[config.mk]
export PLATFORM = sky130hd
export DESIGN_NAME = usm_master
export DESIGN_NICKNAME = d
export VERILOG_FILES = /design/src/verilog/usm_pkg.sv /design/src/verilog/usm_master.sv /design/src/verilog/usm_fifo.sv /design/src/verilog/usm_baud.sv
export VERILOG_INCLUDE_DIRS = /design/src /design/src/verilog
export SDC_FILE = /design/constraint.sdc
export NUM_CORES = 1
export LEC_CHECK = 0
export BUFFER_PORTS_ARGS = -buffer_cell sky130_fd_sc_hd__buf_2
export CORE_UTILIZATION = 59
export CTS_BUF_LIST = sky130_fd_sc_hd__clkbuf_16
export DETAILED_ROUTE_END_ITERATION = 6
export GPL_ROUTABILITY_DRIVEN = 0
export HOLD_SLACK_MARGIN = 0.02
export PLACE_DENSITY = 0.77
export SLEW_MARGIN = 25
export SYNTH_ARGS = -nofsm -noshare
export SYNTH_HDL_FRONTEND = slang
export SYNTH_HIERARCHICAL = 1
export SYNTH_SLANG_ARGS = --single-unit
[constraint.sdc]
create_clock -name CLOCK -period 4.4 [get_ports CLOCK]
set_clock_uncertainty 0.15 [all_clocks]
set_input_delay 0.88 -clock CLOCK [delete_from_list [all_inputs] [get_ports CLOCK]]
set_output_delay 0.88 -clock CLOCK [all_outputs]
set_load 0.005 [all_outputs]
[src/verilog/usm_defines.svh]
/*
  Holds the offsets-free constants of the master SPI block: field widths, reset values, timing.
  Assumes inclusion by bare name from the package; the modules use its macros without including it.
*/
`ifndef USM_DEFINES_SVH
`define USM_DEFINES_SVH

// ****************************************
// Widths and reset values
// ****************************************
`define USM_DIV_WIDTH      12
`define USM_DIV_RESET      12'h000
`define USM_FRAME_BITS     8
`define USM_BIT_CNT_WIDTH  4
`define USM_MODE_SPI       2'h3
`define USM_FIFO_DEPTH     32
`define USM_CLK_PERIOD_NS  100

`endif

[src/verilog/usm_pkg.sv]
/*
  Types of the master SPI block: transfer states and carried groups.
  Assumes usm_defines.svh on the include path.
*/
`include "usm_defines.svh"

package usm_pkg;

  // ****************************************
  // State encoding
  // ****************************************
  typedef enum logic [1:0] {
    USM_IDLE  = 2'b00,
    USM_LEAD  = 2'b01,
    USM_TRAIL = 2'b11,
    USM_DONE  = 2'b10
  } usm_state_type;

  // ****************************************
  // Configuration group
  // ****************************************
  typedef struct packed {
    logic                        mode_select_high;
    logic                        mode_select_low;
    logic                        clock_polarity_bit;
    logic                        clock_phase_bit;
    logic                        data_order_bit;
    logic                        transmitter_enable;
    logic                        receiver_enable;
    logic [`USM_DIV_WIDTH-1:0]   baud_divisor;
  } usm_config_type;

endpackage : usm_pkg

[src/verilog/usm_master.sv]
/*
  Holds the master SPI transfer controller of the serial unit: double-buffered transmit,
  buffered receive, four clock modes, selectable bit order, internal clock only.
  Assumes configuration arrives on plain ports and data writes/reads arrive as one-cycle strobes.
*/
//
// Operation
// RULE_01: Both mode select bits one enables SPI.
// RULE_02: Parity, recovery, async control disabled here.
// RULE_03: Serial clock only generated internally, master.
// RULE_04: Software sets clock pin as output.
// RULE_05: Clock rate is fosc over 2(divisor+1).
// RULE_06: Divisor is twelve bits, high and low.
// RULE_07: Fastest serial clock is half system clock.
// RULE_08: Polarity and phase choose modes zero-three.
// RULE_09: Shift and sample on opposite edges.
// RULE_10: Software keeps polarity, phase steady mid-transfer.
// RULE_11: Frame is exactly eight data bits.
// RULE_12: One order bit serves both directions.
// RULE_13: Next frame follows or data idles high.
// RULE_14: Transmit and receive paths double buffered.
// RULE_15: Two writes give sixteen bits, one completion.
// RULE_16: Software enables transmitter with divisor zero.
// RULE_17: Divisor resets to zero.
// RULE_18: Receiver needs transmitter for its clock.
// RULE_19: Software idles link before reconfiguring.
// RULE_20: Pins, events, locations match normal mode.
// RULE_21: Data write starts transfer both ways.
// RULE_22: On overflow newest received byte dropped.
// RULE_23: Frame, overrun, parity flags read zero.
// RULE_24: Eight clock cycles per frame, byte stored.
module usm_master
  import usm_pkg::*;
#(
  parameter int DATA_WIDTH = `USM_FRAME_BITS,
  parameter int FIFO_DEPTH = `USM_FIFO_DEPTH,
  parameter int DIV_WIDTH  = `USM_DIV_WIDTH
) (
  // Clock and reset
  input  wire logic                  CLOCK,
  input  wire logic                  SYS_RST,
  // Configuration
  input  wire logic                  MODE_SELECT_HIGH,
  input  wire logic                  MODE_SELECT_LOW,
  input  wire logic                  CLOCK_POLARITY_BIT,
  input  wire logic                  CLOCK_PHASE_BIT,
  input  wire logic                  DATA_ORDER_BIT,
  input  wire logic                  TRANSMITTER_ENABLE,
  input  wire logic                  RECEIVER_ENABLE,
  input  wire logic                  SERIAL_CLOCK_PIN_DIRECTION,
  // Divisor write
  input  wire logic [DIV_WIDTH-9:0]  BAUD_DIVISOR_HIGH,
  input  wire logic                  BAUD_DIVISOR_HIGH_WRITE,
  input  wire logic [7:0]            BAUD_DIVISOR_LOW,
  input  wire logic                  BAUD_DIVISOR_LOW_WRITE,
  // Data buffer
  input  wire logic [DATA_WIDTH-1:0] DATA_WRITE,
  input  wire logic                  DATA_WRITE_STROBE,
  input  wire logic                  DATA_READ_STROBE,
  input  wire logic                  TRANSMIT_COMPLETE_CLEAR,
  // Status
  output logic      [DATA_WIDTH-1:0] DATA_READ,
  output logic                       RECEIVE_COMPLETE_FLAG,
  output logic                       TRANSMIT_COMPLETE_FLAG,
  output logic                       DATA_REGISTER_EMPTY_FLAG,
  output logic                       FRAME_ERROR_FLAG,
  output logic                       DATA_OVERRUN_FLAG,
  output logic                       PARITY_ERROR_FLAG,
  output logic      [DIV_WIDTH-1:0]  BAUD_DIVISOR,
  // Serial pins
  output logic                       SERIAL_CLOCK_PIN,
  output logic                       SERIAL_CLOCK_PIN_OE_N,
  output logic                       SERIAL_DATA_OUT,
  input  wire logic                  SERIAL_DATA_IN
);

  // ****************************************
  // State
  // ****************************************
  typedef struct packed {
    usm_state_type                     fsm;
    logic [DIV_WIDTH-1:0]              baud_divisor;
    logic [DATA_WIDTH-1:0]             tx_shift;
    logic [DATA_WIDTH-1:0]             rx_shift;
    logic [`USM_BIT_CNT_WIDTH-1:0]     bit_count;
    logic                              sck;
    logic                              sdo;
    logic                              tx_full;
    logic [DATA_WIDTH-1:0]             tx_hold;
    logic                              txc;
    logic [DATA_WIDTH-1:0]             rd_data;
    logic                              rxc;
    logic                              udre;
  } usm_master_state_type;

  usm_master_state_type state;
  usm_master_state_type next_state;

  logic                  spi_on;
  logic                  tick;
  logic                  rx_in_ready;
  logic                  rx_push;
  logic [DATA_WIDTH-1:0] rx_out_data;
  logic                  rx_out_valid;
  logic                  rx_pop;
  logic [DATA_WIDTH-1:0] rx_byte;
  logic                  sample_bit;
  logic [DATA_WIDTH-1:0] sampled;
  logic                  load_ok;

  assign spi_on = (MODE_SELECT_HIGH && MODE_SELECT_LOW) && TRANSMITTER_ENABLE; // [RULE_01] [RULE_18]

  // ****************************************
  // Baud generator
  // ****************************************
  usm_baud #(
    .DIV_WIDTH (DIV_WIDTH)
  ) u_baud (
    .clock   (CLOCK),
    .sys_rst (SYS_RST),
    .run     (spi_on && state.fsm != USM_IDLE), // [RULE_05] [RULE_07]
    .divisor (state.baud_divisor),
    .tick    (tick)
  );

  // ****************************************
  // Receive buffer
  // ****************************************
  assign sample_bit = SERIAL_DATA_IN;
  assign sampled    = DATA_ORDER_BIT ? {state.rx_shift[DATA_WIDTH-2:0], sample_bit}
                                     : {sample_bit, state.rx_shift[DATA_WIDTH-1:1]}; // [RULE_12]
  assign rx_byte    = CLOCK_PHASE_BIT ? sampled : state.rx_shift; // [RULE_24]
  assign rx_push    = RECEIVER_ENABLE && tick && state.fsm == USM_TRAIL
                      && state.bit_count == `USM_BIT_CNT_WIDTH'(DATA_WIDTH - 1); // [RULE_24]
  assign rx_pop     = rx_out_valid && (!state.rxc || DATA_READ_STROBE);

  usm_fifo #(
    .WIDTH (DATA_WIDTH),
    .DEPTH (FIFO_DEPTH)
  ) u_rx_fifo (
    .clock     (CLOCK),
    .sys_rst   (SYS_RST),
    .in_data   (rx_byte),
    .in_valid  (rx_push), // [RULE_22]
    .in_ready  (rx_in_ready),
    .out_data  (rx_out_data),
    .out_valid (rx_out_valid),
    .out_ready (rx_pop),
    .flush     (!RECEIVER_ENABLE)
  ); // [RULE_14]

  assign load_ok = state.fsm == USM_IDLE || (state.fsm == USM_DONE);

  // ****************************************
  // Transfer control
  // ****************************************
  always_comb begin
    next_state = state;
    if (BAUD_DIVISOR_HIGH_WRITE) begin
      next_state.baud_divisor[DIV_WIDTH-1:8] = BAUD_DIVISOR_HIGH; // [RULE_06]
    end
    if (BAUD_DIVISOR_LOW_WRITE) begin
      next_state.baud_divisor[7:0] = BAUD_DIVISOR_LOW; // [RULE_06]
    end
    if (TRANSMIT_COMPLETE_CLEAR) begin
      next_state.txc = 1'b0;
    end
    if (DATA_WRITE_STROBE && !state.tx_full && spi_on) begin
      next_state.tx_full = 1'b1; // [RULE_21] [RULE_14]
      next_state.tx_hold = DATA_WRITE;
    end
    if (DATA_READ_STROBE) begin
      next_state.rxc = 1'b0;
    end
    if (rx_pop) begin
      next_state.rxc     = 1'b1;
      next_state.rd_data = rx_out_data;
    end
    if (!RECEIVER_ENABLE) begin
      next_state.rxc = 1'b0;
    end
    if (!spi_on) begin
      next_state.fsm     = USM_IDLE;
      next_state.tx_full = 1'b0;
      next_state.sck     = CLOCK_POLARITY_BIT;
      next_state.sdo     = 1'b1;
    end else begin
      case (state.fsm)
        USM_IDLE, USM_DONE: begin
          next_state.sck = CLOCK_POLARITY_BIT;
          if (state.tx_full) begin
            next_state.fsm       = USM_LEAD; // [RULE_13]
            next_state.tx_full   = DATA_WRITE_STROBE && state.tx_full ? 1'b0 : 1'b0;
            next_state.tx_shift  = state.tx_hold;
            next_state.bit_count = '0;
            if (!CLOCK_PHASE_BIT) begin
              next_state.sdo = DATA_ORDER_BIT ? state.tx_hold[DATA_WIDTH-1] : state.tx_hold[0]; // [RULE_08]
            end
          end else begin
            next_state.fsm = USM_IDLE;
            next_state.sdo = 1'b1; // [RULE_13]
          end
        end
        USM_LEAD: begin
          if (tick) begin
            next_state.sck = !CLOCK_POLARITY_BIT; // [RULE_08]
            next_state.fsm = USM_TRAIL;
            if (CLOCK_PHASE_BIT) begin
              next_state.sdo = DATA_ORDER_BIT ? state.tx_shift[DATA_WIDTH-1] : state.tx_shift[0]; // [RULE_09]
            end else begin
              next_state.rx_shift = sampled; // [RULE_09]
            end
          end
        end
        USM_TRAIL: begin
          if (tick) begin
            next_state.sck = CLOCK_POLARITY_BIT;
            if (CLOCK_PHASE_BIT) begin
              next_state.rx_shift = sampled; // [RULE_09]
            end
            next_state.tx_shift = DATA_ORDER_BIT ? {state.tx_shift[DATA_WIDTH-2:0], 1'b1}
                                                 : {1'b1, state.tx_shift[DATA_WIDTH-1:1]}; // [RULE_11]
            if (state.bit_count == `USM_BIT_CNT_WIDTH'(DATA_WIDTH - 1)) begin
              next_state.fsm = USM_DONE; // [RULE_24]
              if (!state.tx_full) begin
                next_state.txc = 1'b1; // [RULE_15]
              end
            end else begin
              next_state.bit_count = state.bit_count + 1'b1;
              next_state.fsm       = USM_LEAD;
              if (!CLOCK_PHASE_BIT) begin
                next_state.sdo = DATA_ORDER_BIT ? state.tx_shift[DATA_WIDTH-2] : state.tx_shift[1]; // [RULE_09]
              end
            end
          end
        end
        default: begin
          next_state.fsm = USM_IDLE;
        end
      endcase
      if (state.fsm != USM_IDLE && state.fsm != USM_DONE && state.tx_full == 1'b0
          && DATA_WRITE_STROBE) begin
        next_state.tx_full = 1'b1; // [RULE_14]
        next_state.tx_hold = DATA_WRITE;
      end
    end
    next_state.udre = !next_state.tx_full;
  end

  always_ff @(posedge CLOCK or posedge SYS_RST) begin
    if (SYS_RST) begin
      state              <= '0;
      state.fsm          <= USM_IDLE;
      state.baud_divisor <= `USM_DIV_RESET; // [RULE_17]
      state.sdo          <= 1'b1;
      state.udre         <= 1'b1;
    end else begin
      state <= next_state;
    end
  end

  // ****************************************
  // Outputs
  // ****************************************
  always_ff @(posedge CLOCK or posedge SYS_RST) begin
    if (SYS_RST) begin
      DATA_READ                <= '0;
      RECEIVE_COMPLETE_FLAG    <= 1'b0;
      TRANSMIT_COMPLETE_FLAG   <= 1'b0;
      DATA_REGISTER_EMPTY_FLAG <= 1'b1;
      FRAME_ERROR_FLAG         <= 1'b0;
      DATA_OVERRUN_FLAG        <= 1'b0;
      PARITY_ERROR_FLAG        <= 1'b0;
      BAUD_DIVISOR             <= `USM_DIV_RESET;
      SERIAL_CLOCK_PIN         <= 1'b0;
      SERIAL_CLOCK_PIN_OE_N    <= 1'b1;
      SERIAL_DATA_OUT          <= 1'b1;
    end else begin
      DATA_READ                <= next_state.rd_data;
      RECEIVE_COMPLETE_FLAG    <= next_state.rxc;
      TRANSMIT_COMPLETE_FLAG   <= next_state.txc;
      DATA_REGISTER_EMPTY_FLAG <= next_state.udre;
      FRAME_ERROR_FLAG         <= 1'b0; // [RULE_23] [RULE_02]
      DATA_OVERRUN_FLAG        <= 1'b0; // [RULE_23]
      PARITY_ERROR_FLAG        <= 1'b0; // [RULE_23]
      BAUD_DIVISOR             <= next_state.baud_divisor;
      SERIAL_CLOCK_PIN         <= next_state.sck; // [RULE_03]
      SERIAL_CLOCK_PIN_OE_N    <= !SERIAL_CLOCK_PIN_DIRECTION; // [RULE_04] [RULE_20]
      SERIAL_DATA_OUT          <= next_state.sdo;
    end
  end

endmodule : usm_master

[src/verilog/usm_fifo.sv]
/*
  Holds a parameterised synchronous FIFO with valid/ready on both sides.
  Assumes a single clock and an asynchronous active-high reset.
*/
module usm_fifo
  import usm_pkg::*;
#(
  parameter int WIDTH = 8,
  parameter int DEPTH = `USM_FIFO_DEPTH
) (
  // Clock and reset
  input  wire logic             clock,
  input  wire logic             sys_rst,
  // Fill side
  input  wire logic [WIDTH-1:0] in_data,
  input  wire logic             in_valid,
  output logic                  in_ready,
  // Drain side
  output logic      [WIDTH-1:0] out_data,
  output logic                  out_valid,
  input  wire logic             out_ready,
  // Flush
  input  wire logic             flush
);
  localparam int AW = $clog2(DEPTH);

  typedef struct packed {
    logic [AW-1:0] wr_ptr;
    logic [AW-1:0] rd_ptr;
    logic [AW:0]   count;
  } usm_fifo_state_type;

  usm_fifo_state_type state;
  usm_fifo_state_type next_state;
  logic [WIDTH-1:0]   mem [DEPTH];
  logic               push;
  logic               pop;

  assign in_ready  = (state.count != (AW+1)'(DEPTH));
  assign out_valid = (state.count != '0);
  assign out_data  = mem[state.rd_ptr];
  assign push      = in_valid && in_ready;
  assign pop       = out_valid && out_ready;

  always_comb begin
    next_state = state;
    if (flush) begin
      next_state = '0;
    end else begin
      if (push) begin
        next_state.wr_ptr = (state.wr_ptr == AW'(DEPTH-1)) ? '0 : state.wr_ptr + 1'b1;
      end
      if (pop) begin
        next_state.rd_ptr = (state.rd_ptr == AW'(DEPTH-1)) ? '0 : state.rd_ptr + 1'b1;
      end
      if (push && !pop) begin
        next_state.count = state.count + 1'b1;
      end else if (pop && !push) begin
        next_state.count = state.count - 1'b1;
      end
    end
  end

  always_ff @(posedge clock or posedge sys_rst) begin
    if (sys_rst) begin
      state <= '0;
    end else begin
      state <= next_state;
    end
  end

  always_ff @(posedge clock) begin
    if (push && !flush) begin
      mem[state.wr_ptr] <= in_data;
    end
  end
endmodule : usm_fifo

[src/verilog/usm_baud.sv]
/*
  Holds the baud generator: a tick every divisor+1 system clocks, giving half-bit steps.
  Assumes a single clock; restart loads the divisor at once.
*/
module usm_baud
  import usm_pkg::*;
#(
  parameter int DIV_WIDTH = `USM_DIV_WIDTH
) (
  // Clock and reset
  input  wire logic                 clock,
  input  wire logic                 sys_rst,
  // Control
  input  wire logic                 run,
  input  wire logic [DIV_WIDTH-1:0] divisor,
  // Tick
  output logic                      tick
);
  typedef struct packed {
    logic [DIV_WIDTH-1:0] count;
  } usm_baud_state_type;

  usm_baud_state_type state;
  usm_baud_state_type next_state;

  assign tick = run && (state.count == '0);

  always_comb begin
    next_state = state;
    if (!run || state.count == '0) begin
      next_state.count = divisor;
    end else begin
      next_state.count = state.count - 1'b1;
    end
  end

  always_ff @(posedge clock or posedge sys_rst) begin
    if (sys_rst) begin
      state <= '0;
    end else begin
      state <= next_state;
    end
  end
endmodule : usm_baud

==> results.sh <==
export IMPL_status="finished, final reports clean"
export IMPL_crit_family="simple AND/OR/NAND/NOR gates"
export IMPL_hold_viol=0
export IMPL_syn_avg_cell_area_um2=16.54
export IMPL_leakage_nw=5.509
export IMPL_dr_first_iter_drc_count=652
export IMPL_timing_rr_start="u_baud/state[0]$_DFF_PP0_"
export IMPL_die_w_um=159.6
export IMPL_synth_compound_area_share_pct=4.517
export IMPL_synth_seq_area_share_pct=67.00
export IMPL_ir_drop_mv=0.3448
export IMPL_required_ns=4.65
export IMPL_ios=65
export IMPL_ys_types=62
export IMPL_dieArea_um2=25470
export IMPL_path_buf_inv=2
export IMPL_syn_inst=886
export IMPL_numPortBuffers=61
export IMPL_cts_buffers=35
export IMPL_rows=57
export IMPL_async_flop_share_pct=24.93
export IMPL_yosys_warnings=6
export IMPL_cts_hold_buffers_added=0
export IMPL_fin_setup_tns_ns=0
export IMPL_setup_viol=0
export IMPL_synth_xor_area_share_pct=0.8367
export IMPL_critPathLaunch="u_baud/state[0]$_DFF_PP0_"
export IMPL_dp_hpwl_um=17900
export IMPL_drv_cap=0
export IMPL_nFillCells=1570
export IMPL_hold_class="input pin to asynchronous set/reset pin"
export IMPL_synthMuxAreaShare_pct=16.42
export IMPL_reg2regPathDepth=15
export IMPL_synthFlopType="edfxtp_1"
export IMPL_cts_root_buf="clkbuf_16"
export IMPL_final_area_um2=16530
export IMPL_clk_pin_slew_ns=0.06
export IMPL_worstPathArrival_ns=4.25
export IMPL_yosys_area_share_simple_pct=6.276
export IMPL_period_share_pct=90.96
export IMPL_drc=0
export IMPL_finalWirelength_um=28820
export IMPL_syn_area_um2=14650
export IMPL_cts_sinks=341
export IMPL_grt_pass1_vias=8070
export IMPL_final_max_slew_viol_count=0
export IMPL_grt_max_degree=46
export IMPL_cts_buffer_depth=3
export IMPL_dr_pass1_iters=7
export IMPL_critical_path_class="register to register"
export IMPL_nNetsFinal=1019
export IMPL_crit_chain="inv_1, ha_1, or4b_1, or2_2, nor4_1, nand2_1, nor3_1, buf_4, nand3_2, ha_1, a21oi_1, nand2_1, a31oi_1, mux2i_1, nand3_1"
export IMPL_cts_tree="yes"
export IMPL_max_freq_ghz=0.2499
export IMPL_r2r_end="u_rx_fifo/state[5]$_DFFE_PP0P_"
export IMPL_slew_headroom_pct=40.24
export IMPL_critical_path_max_fanout=11
export IMPL_wire_per_inst_um=21.85
export IMPL_vias_per_cell=6.071
export IMPL_drtAntennaViolNets=0
export IMPL_setup_ws_ns=0.3979
export IMPL_start_util_pct=60.26
export IMPL_worst_slew_pin_slew_ns=0.8964
export IMPL_crit_path_end="u_rx_fifo/state[5]$_DFFE_PP0P_"
export IMPL_end_kind="register"
export IMPL_synthAdderAreaFrac_pct=1.417
export IMPL_synth_edf_count=256
export IMPL_placed_area_um2=15370
export IMPL_rsz0062_at_grt="false"
export IMPL_grt_usage_pct=23.83
export IMPL_globalRoute_totalOverflow=0
export IMPL_die_height_um=159.6
export IMPL_area_growth_pct=12.77
export IMPL_drive_above_1_share_pct=31.89
export IMPL_synth_top_family_by_area="multiplexers"
export IMPL_crit_path_top_delay_cell="or4b_1"
export IMPL_max_stage_delay_ns=0.50
export IMPL_path_depth=15
export IMPL_p_per_area_nw_per_um2=479.8
export IMPL_pre_cts_ws_ns=0.1605
export IMPL_grt_pass1_wl_um=46040
export IMPL_clk_latency_ns=0.51
export IMPL_cp_start_kind="register"
export IMPL_htree_levels=2
export IMPL_ys_ff_latch=341
export IMPL_r2r_slack_ns=0.40
export IMPL_antenna_found_initial=0
export IMPL_core_area_um2=24320
export IMPL_min_period_ns=4.002
export IMPL_vias=8008
-- layer usage --
layer / part of all wire [%] / GRT usage (%) / up-vias / routed length [um]
li1: - / - / 3561 / -
met1: 42 / 34.58 / 4068 / 12060
met2: 49 / 37.77 / 334 / 14060
met3: 7.7 / 4.350 / 45 / 2222
met4: 1.7 / 6.294 / 0 / 476
met5: 0 / 0 / - / 0
-- worst min-delay path by stage --
stage | slack, ns | start | to
after floorplan | 0.32 | BAUD_DIVISOR[2]$_DFFE_PP0P_ | u_baud/state[2]$_DFF_PP0_
after global placement | 0.33 | BAUD_DIVISOR[1]$_DFFE_PP0P_ | u_baud/state[1]$_DFF_PP0_
after detailed placement | 0.34 | BAUD_DIVISOR[4]$_DFFE_PP0P_ | u_baud/state[4]$_DFF_PP0_
after CTS | 0.27 | SYS_RST | u_baud/state[4]$_DFF_PP0_
after global routing | 0.29 | SYS_RST | u_baud/state[10]$_DFF_PP0_
final | 0.28 | SYS_RST | u_baud/state[3]$_DFF_PP0_
-- power breakdown --
| group | internal, mW | switching [mW] | leakage, nW | total [mW] |
|---|---|---|---|---|
| clock | 1.75 | 1.19 | 0.593 | 2.94 |
| combinational | 0.638 | 0.578 | 1.83 | 1.22 |
| sequential | 3.58 | 0.201 | 3.09 | 3.78 |
| total | 5.96 | 1.96 | 5.51 | 7.93 |
-- Yosys cell counts, drive strengths merged (2+ instances only) --
library cell / instances / area, um2
a31oi: 7 / 43.79
o31a: 2 / 17.52
and3: 4 / 30.03
inv: 21 / 78.83
mux2i: 21 / 210.2
nand2: 49 / 183.9
edfxtp: 256 / 7687
nand3: 13 / 65.06
nor2b: 2 / 12.51
or4: 5 / 37.54
o31ai: 5 / 47.54
xor2: 2 / 17.52
o22ai: 2 / 12.51
xnor2: 12 / 105.1
a21oi: 31 / 166.4
mux2: 35 / 394.1
nor4: 6 / 37.54
or3: 5 / 36.28
ha: 15 / 187.7
buf: 51 / 367.9
dfrtp: 82 / 2052
dfstp: 3 / 78.83
nand2b: 4 / 25.02
or4b: 3 / 30.03
nor3b: 2 / 15.01
mux4: 80 / 1802
and2: 2 / 13.77
nand3b: 7 / 65.06
or3b: 3 / 26.28
nor2: 69 / 261.5
a21o: 3 / 22.52
clkbuf: 18 / 67.56
or2: 2 / 12.51
o41ai: 2 / 36.29
o21ai: 42 / 236.5
nor3: 9 / 45.04
-- through the flow --
stage	instances	power [mW]	util (%)	hold slack, ns
6_report	1319	7.928	67.95	0.2803
5_1_grt	1318	8.228	67.94	0.2918
4_1_cts	1317	7.997	67.89	0.2666
3_5_place_dp	1253	5.052	63.19	0.3448
3_3_place_gp	1253	5.013	63.18	0.3339
2_1_floorplan	888	4.750	-	0.3159
-- sequential cells by signal, indices dropped and copies added (netlist names) --
register and count:
BAUD_DIVISOR 12, DATA_READ 8, DATA_REGISTER_EMPTY_FLAG 1, RECEIVE_COMPLETE_FLAG 1, SERIAL_CLOCK_PIN 1, SERIAL_CLOCK_PIN_OE_N 1, SERIAL_DATA_OUT 1, TRANSMIT_COMPLETE_FLAG 1
state 31, u_baud/state 12, u_rx_fifo/mem 256, u_rx_fifo/state 16
-- cells in the final DEF, fill, tap and decap left out, types with 15 or more instances in the layout --
cell type,netlist,final
a21oi_1,30,22
buf_2,9,61
buf_4,28,48
clkbuf_16,0,35
dfrtp_1,82,79
edfxtp_1,256,256
ha_1,15,15
inv_1,21,27
mux2_2,35,35
mux2i_1,21,21
mux4_2,80,80
nand2_1,49,49
nor2_1,68,68
o21ai_0,33,33
-- cell families after synthesis --
family | Yosys count
DFF | 341
and+or+nand+nor | 187
muxes | 136
AOI/OAI and AO/OA | 101
buffers and inverters | 90
adders and majority gates | 16
xor gates and xnor gates | 14
other | 1
-- repair_timing --
item,4_1_cts,5_1_grt
setup endpoints to repair,0,2
buffers inserted,0,0
gates resized for setup,0,2
-- area by class of cell --
| type | count | area (um2) | area share (%) |
|---|---|---|---|
| antenna | 1 | 2.502 | 0.01514 |
| clock buffer | 35 | 875.8 | 5.300 |
| clock inverter | 29 | 266.5 | 1.613 |
| inverter | 21 | 78.83 | 0.4770 |
| multi-input combinational | 457 | 4364 | 26.41 |
| sequential | 341 | 9827 | 59.46 |
| tap | 324 | 405.4 | 2.453 |
| timing repair buffer | 111 | 705.7 | 4.270 |
Note: power is estimated with default switching activity, not from simulation.
